$ cat src/aux_seq_defs.svh
// Register offsets, field positions, reset values and input codes for the step configuration bank
`ifndef AUX_SEQ_DEFS_SVH
`define AUX_SEQ_DEFS_SVH

// ==========================================================
// Register indices and byte addresses
`define STEP_TWO_INDEX      8'h92
`define STEP_THREE_INDEX    8'h93
`define STEP_TWO_ADDR       12'h248
`define STEP_THREE_ADDR     12'h24C

// ==========================================================
// Field positions
`define ENABLE_BIT          15
`define GAIN_HI             14
`define GAIN_LO             13
`define NEG_BIT             4
`define POS_HI              3
`define POS_LO              0

// ==========================================================
// Reset values
`define STEP_TWO_RESET      16'h0002
`define STEP_THREE_RESET    16'h0003
`define WRITABLE_MASK       16'hE01F

// ==========================================================
// Positive input codes
`define POS_TEMP_SENSOR     4'h8
`define POS_GROUND_SHORT    4'h9
`define POS_TEST_DAC        4'hA

`endif

$ cat src/aux_seq_pkg.sv
// Types shared by the step configuration bank
package aux_seq_pkg;

	typedef enum logic [1:0]
	{
		gain_one  = 2'b00,
		gain_two  = 2'b01,
		gain_four = 2'b10
	} gain_e;

	typedef enum logic [1:0]
	{
		neg_ground    = 2'b00,
		neg_input_7   = 2'b01,
		neg_automatic = 2'b10
	} negative_e;

	typedef struct packed
	{
		logic [15:0] step_two;
		logic [15:0] step_three;
		logic [31:0] prdata;
		logic        pready;
		logic        pslverr;
	} bank_s;

endpackage

$ cat src/step_decode.sv
// Decodes one sequencer step configuration word into routing and gain
`timescale 1ns/100ps
`default_nettype none
`include "aux_seq_defs.svh"

module step_decode
(
	input  wire logic [15:0]                config_word,
	output var  logic                       enable,
	output var  aux_seq_pkg::gain_e         gain,
	output var  logic [2:0]                 gain_factor,
	output var  aux_seq_pkg::negative_e     negative,
	output var  logic [3:0]                 positive,
	output var  logic                       external_positive
);

	// ==========================================================
	// Decode
	always_comb
	begin
		enable = config_word[`ENABLE_BIT];
		positive = config_word[`POS_HI:`POS_LO];
		external_positive = ~config_word[`POS_HI];
		case (config_word[`GAIN_HI:`GAIN_LO])
			2'h0:
			begin
				gain = aux_seq_pkg::gain_one;
				gain_factor = 3'h1;
			end
			2'h1:
			begin
				gain = aux_seq_pkg::gain_two;
				gain_factor = 3'h2;
			end
			default:
			begin
				gain = aux_seq_pkg::gain_four;
				gain_factor = 3'h4;
			end
		endcase
		// Codes 8 and up pick their own negative side; the select bit is ignored
		if (config_word[`POS_HI])
			negative = aux_seq_pkg::neg_automatic;
		else if (config_word[`NEG_BIT])
			negative = aux_seq_pkg::neg_input_7;
		else
			negative = aux_seq_pkg::neg_ground;
	end

endmodule // step_decode
`default_nettype wire

$ cat src/aux_seq_step_bank.sv
// APB register bank for sequencer steps two and three of the auxiliary converter
// Function
// - Step two bit 15 enables the step
// - Gain codes 00,01,1x give 1,2,4
// - Bit 4 selects ground or input seven; codes 8 and up route the negative side automatically and ignore bit 4
// - Positive codes 0-7 pick external inputs
// - Codes 8,9,A: temperature, short, test DAC
// - Step two at 92h, resets 0002h
// - Step three at 93h, resets 0003h
// - Step three bit 15 enables the step
//
// The APB interface to the registers was chosen for this implementation.
`timescale 1ns/100ps
`default_nettype none
`include "aux_seq_defs.svh"

module aux_seq_step_bank
(
	input  wire logic                       pclk,
	input  wire logic                       presetn,
	input  wire logic                       psel,
	input  wire logic                       penable,
	input  wire logic                       pwrite,
	input  wire logic [11:0]                paddr,
	input  wire logic [31:0]                pwdata,
	input  wire logic [3:0]                 pstrb,
	output var  logic [31:0]                prdata,
	output var  logic                       pready,
	output var  logic                       pslverr,
	output var  logic                       step_two_enable,
	output var  logic [1:0]                 step_two_gain,
	output var  logic                       step_two_negative_select,
	output var  logic [3:0]                 step_two_positive_select,
	output var  logic                       step_three_enable,
	output var  logic [1:0]                 step_three_gain,
	output var  logic                       step_three_negative_select,
	output var  logic [3:0]                 step_three_positive_select,
	output var  aux_seq_pkg::negative_e     step_two_negative_route,
	output var  aux_seq_pkg::negative_e     step_three_negative_route,
	output var  logic [2:0]                 step_two_gain_factor,
	output var  logic [2:0]                 step_three_gain_factor
);

	// ==========================================================
	// State
	aux_seq_pkg::bank_s                     state;
	aux_seq_pkg::bank_s                     next_state;
	logic                                   setup;
	logic                                   hit_two;
	logic                                   hit_three;
	logic [15:0]                            lane_mask;
	aux_seq_pkg::negative_e                 route_two;
	aux_seq_pkg::negative_e                 route_three;
	logic [2:0]                             factor_two;
	logic [2:0]                             factor_three;
	aux_seq_pkg::negative_e                 route_two_q;
	aux_seq_pkg::negative_e                 route_three_q;
	logic [2:0]                             factor_two_q;
	logic [2:0]                             factor_three_q;

	// ==========================================================
	// Bus decode
	// Answer in the access phase's first cycle: zero wait states
	assign setup     = psel & ~penable;
	assign hit_two   = (paddr == `STEP_TWO_ADDR);
	assign hit_three = (paddr == `STEP_THREE_ADDR);
	assign lane_mask = {{8{pstrb[1]}}, {8{pstrb[0]}}} & `WRITABLE_MASK;

	always_comb
	begin
		next_state = state;
		next_state.pready = 1'b0;
		next_state.pslverr = 1'b0;
		if (setup)
		begin
			next_state.pready = 1'b1;
			next_state.prdata = 32'h0000_0000;
			if (!hit_two && !hit_three)
				next_state.pslverr = 1'b1;  // Unmapped words error out
			else if (pwrite)
			begin
				if (hit_two)
					next_state.step_two = (state.step_two & ~lane_mask) | (pwdata[15:0] & lane_mask);
				else
					next_state.step_three = (state.step_three & ~lane_mask) | (pwdata[15:0] & lane_mask);
			end
			else if (hit_two)
				next_state.prdata = {16'h0000, state.step_two & `WRITABLE_MASK};
			else
				next_state.prdata = {16'h0000, state.step_three & `WRITABLE_MASK};
		end
	end

	always_ff @(posedge pclk or negedge presetn)
	begin
		if (!presetn)
		begin
			state.step_two   <= `STEP_TWO_RESET;
			state.step_three <= `STEP_THREE_RESET;
			state.prdata     <= 32'h0000_0000;
			state.pready     <= 1'b0;
			state.pslverr    <= 1'b0;
		end
		else
			state <= next_state;
	end

	// ==========================================================
	// Step decode
	step_decode u_decode_two
	(
		.config_word       (next_state.step_two),
		.enable            (),
		.gain              (),
		.gain_factor       (factor_two),
		.negative          (route_two),
		.positive          (),
		.external_positive ()
	);

	step_decode u_decode_three
	(
		.config_word       (next_state.step_three),
		.enable            (),
		.gain              (),
		.gain_factor       (factor_three),
		.negative          (route_three),
		.positive          (),
		.external_positive ()
	);

	// Decoded views are registered so every output comes from a flip-flop
	always_ff @(posedge pclk or negedge presetn)
	begin
		if (!presetn)
		begin
			route_two_q    <= aux_seq_pkg::neg_ground;
			route_three_q  <= aux_seq_pkg::neg_ground;
			factor_two_q   <= 3'h1;
			factor_three_q <= 3'h1;
		end
		else
		begin
			route_two_q    <= route_two;
			route_three_q  <= route_three;
			factor_two_q   <= factor_two;
			factor_three_q <= factor_three;
		end
	end

	// ==========================================================
	// Outputs
	assign prdata                     = state.prdata;
	assign pready                     = state.pready;
	assign pslverr                    = state.pslverr;
	assign step_two_enable            = state.step_two[`ENABLE_BIT];
	assign step_two_gain              = state.step_two[`GAIN_HI:`GAIN_LO];
	assign step_two_negative_select   = state.step_two[`NEG_BIT];
	assign step_two_positive_select   = state.step_two[`POS_HI:`POS_LO];
	assign step_three_enable          = state.step_three[`ENABLE_BIT];
	assign step_three_gain            = state.step_three[`GAIN_HI:`GAIN_LO];
	assign step_three_negative_select = state.step_three[`NEG_BIT];
	assign step_three_positive_select = state.step_three[`POS_HI:`POS_LO];
	assign step_two_negative_route    = route_two_q;
	assign step_three_negative_route  = route_three_q;
	assign step_two_gain_factor       = factor_two_q;
	assign step_three_gain_factor     = factor_three_q;

endmodule // aux_seq_step_bank
`default_nettype wire

$ cat config.mk
export PLATFORM = sky130hd
export DESIGN_NAME = aux_seq_step_bank
export DESIGN_NICKNAME = d
export VERILOG_FILES = /design/src/aux_seq_pkg.sv /design/src/step_decode.sv /design/src/aux_seq_step_bank.sv
export VERILOG_INCLUDE_DIRS = /design/src
export SDC_FILE = /design/constraint.sdc
export NUM_CORES = 1
export LEC_CHECK = 0
export BUFFER_PORTS_ARGS = -buffer_cell sky130_fd_sc_hd__buf_2
export CORE_MARGIN = 2
export CORE_UTILIZATION = 45
export DETAILED_ROUTE_END_ITERATION = 8
export GPL_TIMING_DRIVEN = 1
export PLACE_DENSITY = 0.93
export SYNTH_ARGS = -nofsm -noshare
export SYNTH_HDL_FRONTEND = slang
export SYNTH_SLANG_ARGS = --single-unit
$ cat constraint.sdc
create_clock -name pclk -period 1.6 [get_ports pclk]
set_input_delay 0.32 -clock pclk [delete_from_list [all_inputs] [get_ports pclk]]
set_output_delay 0.32 -clock pclk [all_outputs]
set_load 0.01 [all_outputs]
==> qor.yml, run 1 <==
clkSlewWorstSetupHoldPaths_ns: 0.07
hold_viol_final: 0
syn_area_sq_um: 1710
die_h_microns: 65.7
antenna_cells: 0
period_needed_ns: 1.64
r2r_end: "step_three_gain_factor[0]"
maxCapViolations: 0
drtPass1Iterations: 4
maxSlewViolCount: 0
root_buffer: "clkbuf_8"
routedWlPerCell_microns: 13.7
dpl_worst_slack_ns: -0.411
critPathTopFamily: "simple AND/OR/NAND/NOR gates"
p_leak_nw: 1.23
cp_data_required_time_ns: 1.76
synthToLayoutAreaGrowth_pct: 31.9
ys.flop_type: "dfrtp_1"
reg2reg_depth: 2
drcViolationCount: 0
final-setup-viol-count: 13
grt_max_degree: 34
ys_types: 22
vias: 1214
grtUsageTotal_pct: 17.5
path_buf_inv: 2
crit_chain: "buf_6 -> or4b_4 -> nor4_4 -> buf_6 -> mux2_4"
violations: "negative setup slack"
rsz0062_at_grt: "true"
ys_ff_latch: 33
syn_inst: 138
relSlewSlack_pct: 53.6
yosysTopAreaCell: "dfrtp_1"
ir_drop_v: 0.000388
dp_hpwl_microns: 2710
setup_slack_ns: -0.0387
grt_pass1_wl_microns: 5570
crit_type: "in2reg"
endpoint_kind: "register"
cp_slowest_cell: "or4b_4"
gp_congestion: 0.778
finClkSkew_ns: 0.00700
regArea_sq_um: 832
nets: 266
cts_max_path_buffers: 2
grt_overflow: 0
max_freq_mhz: 610
cts_made_buffers: 5
final_core_util_pct: 61.7
antenna_found_initial: 0
grt_pass1_vias: 1225
synth_edf_count: 0
ys_top_cells_by_area: "dfrtp_1 (41%), buf_4 (12%), mux2_2 (12%), dfstp_2 (7.7%), mux2i_1 (7.0%)"
holdCritPathClass: "in2async"
worstMarginPinSlew_ns: 0.697
critPathMaxFanout: 6
ctsHoldBuffers: 0
synthTopCellsByCount: "buf_4 (28), dfrtp_1 (28), mux2_2 (18), mux2i_1 (12)"
timing.rr.start: "step_three_gain[1]"
core-area_sq_um: 3660
power_density_nw_per_um2: 712
slowest_delay_ns: 0.62
wl_microns: 3590
finalCritPeriodShare_pct: 102
drive_gt1_share_pct: 52.8
io_pins: 113
synth_top_cell_area_share_pct: 40.9
rows: 22
syn_area_per_cell_sq_um: 12.4
start_util_pct: 46.8
ys_warn_count: 0
die_area_sq_um: 4310
drtIter0Drc: 30
crit_top_cell: "buf_6"
htree_num_levels: 2
fillers: 288
ys_async_sr_fraction_pct: 100
clock_sinks: 33
outcome: "complete, but fails checks"
via_per_inst: 4.63
worstPathArrival_ns: 1.80
r2r_slack_ns: 0.75
cts_tree: "built"
multi_input_area_sq_um: 811
insertion_delay_ns: 0.28
port_buffers: 62
ys_seq_area_share_pct: 48.6
startpoint_type: "input pin"
dieWidth_microns: 65.7
ant_nets: 0
[power breakdown]
part           internal, mW  leakage (nW)  total, mW  switching, mW
clock network         0.350        0.0455      0.629          0.278
registers             0.838         0.441      0.839       0.000848
logic                0.0538         0.743      0.140         0.0867
total                  1.24          1.23       1.61          0.366
[worst max-delay path by stage]
stage                     startpoint                           to  slack (ns)  depth (start not counted)
after global placement      paddr[7]  step_two_positive_select[3]       -0.37                          5
after floorplan             paddr[2]                     register       -0.33                          4
after detailed placement    paddr[7]     step_two_negative_select       -0.41                          5
after global routing        paddr[5]           step_three_gain[0]       -0.05                          5
final                       paddr[5]   step_three_negative_select       -0.04                          5
after CTS                   paddr[5]   step_three_negative_select       -0.03                          5
[cell type report]
cell class,instances,area share (%)
multi-input combinational,96,35.9
inverter,1,0.166
clock buffer,8,3.99
sequential,33,36.8
tap,48,2.66
timing repair buffer,76,20.4
[stage by stage]
stage	setup TNS (ns)	cells	hold slack (ns)	area [sq um]	power [mW]
4_1_cts	-0.282	262	0.101	2250	1.62
3_5_place_dp	-8.89	251	0.401	2070	0.986
6_report	-0.302	262	0.0794	2260	1.61
2_1_floorplan	-6.39	161	0.0244	1860	0.966
3_3_place_gp	-7.98	251	0.402	2070	0.983
5_1_grt	-0.622	262	0.124	2260	1.69
[cells by family (layout without fill, tap and decap cells)]
kind of cell | after synthesis | count (layout) | synth area share, %
flops | 33 | 33 | 48.6
simple gates | 32 | 32 | 15.4
mux | 31 | 31 | 19.5
buf+inv | 32 | 85 | 13.7
other cells | 1 | 24 | 0.219
compound gates | 9 | 9 | 2.63
[timing repair]
item	4_1_cts	5_1_grt
endpoints found under the setup margin	21	21
resized for setup	13	3
buffers inserted	3	0
pin swaps	6	0
[cell usage in the layout, fill, tap and decap left out]
master / n
mux2i_1: 12
or4b_4: 3
nand4bb_1: 2
conb_1: 24
buf_2: 59
nand2_1: 8
buf_6: 7
nor4_4: 4
nor2_1: 4
clkbuf_8: 6
dfrtp_1: 28
nand4b_1: 2
nand2b_1: 7
mux2_4: 19
a21oi_1: 1
o21ai_0: 8
inv_1: 1
buf_12: 1
nor3b_1: 2
clkbuf_1: 2
dfstp_2: 5
buf_4: 9
[routing by layer]
metal  vias up  wire (microns)  part of all wire [%]  GRT usage (%)
met3         4             236                   6.6           4.97
li1        575               -                     -              -
met2        49            1880                    52           29.3
met4         0              49                   1.4           8.33
met5         -               0                     0              0
met1       586            1430                    40           20.6
No activity file was read; power rests on OpenSTA's default activity.
==> run 2, diff against run 1 <==
SETUP_SLACK_MARGIN = 0.5   (was not set)
==> run 2 against run 1 <==
Largest power group unchanged. Die area unchanged. Clock skew is 0.0027 ns lower. Clock power rose by 27%. Global-route usage is 4.3 points higher. Total power is 12% higher. Non-clock buffer count is 35 higher. Register-to-register slack got worse by 0.22 ns. Critical path type unchanged. Sequential cell count is the same. Combinational power up 19%. Utilization grew 11 points. Critical endpoint is now step_three_gain[0]. The flow still finishes with violations (negative setup slack). Critical path depth did not move.
==> qor.yml, run 2 (synthesized netlist as in run 1, its figures left out) <==
outcome: "complete, but fails checks"
violations: "negative setup slack"
max_freq_mhz: 601
die_area_sq_um: 4310
dp_hpwl_microns: 2900
vias: 1408
cp_slowest_cell: "or4b_4"
antenna_cells: 0
whs_ns: 0.287
maxSlewViolCount: 0
r2r_end: "prdata[0]"
postPlaceCellArea_sq_um: 2150
finClkSkew_ns: 0.00432
crit_type: "in2reg"
reg2reg_depth: 4
maxCapViolations: 0
nets: 301
port_buffers: 62
routedWlPerCell_microns: 15.9
startpoint_type: "input pin"
ant_nets: 0
antenna_found_initial: 0
grt_overflow: 0
hold_viol_final: 0
finalCritPeriodShare_pct: 104
ir_drop_v: 0.000552
regArea_sq_um: 832
drtIter0Drc: 37
rsz0062_at_grt: "true"
design_area_sq_um: 2670
start_util_pct: 46.8
cp_data_required_time_ns: 1.76
gp_congestion: 0.772
drtPass1Iterations: 4
rows: 22
holdCritPathClass: "in2reg"
endpoint_kind: "register"
setup_slack_ns: -0.0628
io_pins: 113
grt_pass1_vias: 1351
via_per_inst: 4.74
dieWidth_microns: 65.7
final_cell_mix: "buf_2 (51), buf_4 (38), dfrtp_1 (28)"
critPathMaxFanout: 5
dpl_worst_slack_ns: -0.412
dp_cells: 258
holdCritStartpoint: "pwdata[15]"
drcViolationCount: 0
crit_top_cell: "buf_6"
synthToLayoutAreaGrowth_pct: 55.7
clkSlewWorstSetupHoldPaths_ns: 0.06
root_buffer: "clkbuf_8"
grtUsageTotal_pct: 21.8
cts_tree: "built"
hold_depth: 2
wl_microns: 4710
cts_made_buffers: 5
worstPathArrival_ns: 1.83
final-setup-viol-count: 16
p_leak_nw: 1.47
final_core_util_pct: 72.8
fillers: 251
final_common_cell: "buf_2"
cts_max_path_buffers: 2
clock_sinks: 33
r2r_slack_ns: 0.53
insertion_delay_ns: 0.28
power_density_nw_per_um2: 677
period_needed_ns: 1.66
drive_gt1_share_pct: 62.7
multi_input_area_sq_um: 857
slowest_delay_ns: 0.62
grt_max_degree: 19
grt_pass1_wl_microns: 6830
htree_num_levels: 2
crit_chain: "buf_6 -> or4b_4 -> nor4_4 -> buf_6 -> mux2_4"
die_h_microns: 65.7
core-area_sq_um: 3660
final_cells: 297
-- run 2: cell count changes in the layout (fill, tap and decap cells not counted), sizes merged --
| cell | previous run | this run |
|---|---|---|
| buf | 76 | 110 |
| dlygate4sd3 | 0 | 1 |
| clkbuf | 8 | 7 |
| bufinv | 0 | 1 |
-- run 2: final cells by class --
cell class / count / area share (%)
clock buffers: 7 / 3.24
flip-flops and latches: 33 / 31.2
inverters: 1 / 0.141
clock inverters: 1 / 1.13
multi-input cells: 96 / 32.2
repair buffers: 111 / 29.9
well taps: 48 / 2.25
-- run 2: repair_timing --
action,CTS,global route
setup endpoints to repair,63,68
hold endpoints to repair,13,0
pin swaps,8,6
hold buffers,1,0
setup buffers,19,11
resized for setup,27,10
-- run 2: through the flow --
step                      setup TNS (ns)  power (mW)
after floorplan                    -6.40       0.968
after global placement             -7.28       0.999
after detailed placement           -8.29        1.00
after CTS                         -0.347        1.81
after global routing              -0.898        1.86
final                             -0.427        1.80
-- run 2: how the worst max path moves through the flow --
stage                     startpoint                  endpoint  slack (ns)  cells past startpoint
after floorplan             paddr[2]                  register       -0.33                      4
after global placement      paddr[7]                  register       -0.36                      5
after detailed placement    paddr[7]  step_two_negative_select       -0.41                      5
after CTS                  paddr[10]  step_two_negative_select       -0.04                      5
after global routing        paddr[4]        step_three_gain[1]        -0.1                      5
final                       paddr[4]        step_three_gain[0]       -0.06                      5
-- run 2: metal layers --
metal  part of all wire, %  GRT usage [%]  wire length [microns]
met5                     0              0                      0
met4                   1.3           8.07                     60
met3                   4.8           3.42                    228
met2                    55           39.4                   2590
met1                    39           25.9                   1830
-- run 2: report_power, final --
part	internal, mW	switching (mW)	total, mW	leakage, nW
Sequential	0.838	0.00113	0.839	0.441
Combinational	0.0727	0.0948	0.167	0.972
Clock	0.507	0.290	0.798	0.0585
-- run 2: critical path, delay by kind of cell --
family | cells | cell delay (ns)
AND/OR/NAND/NOR | 2 | 0.94
multiplexers | 1 | 0.30
buffers and inverters | 2 | 0.27
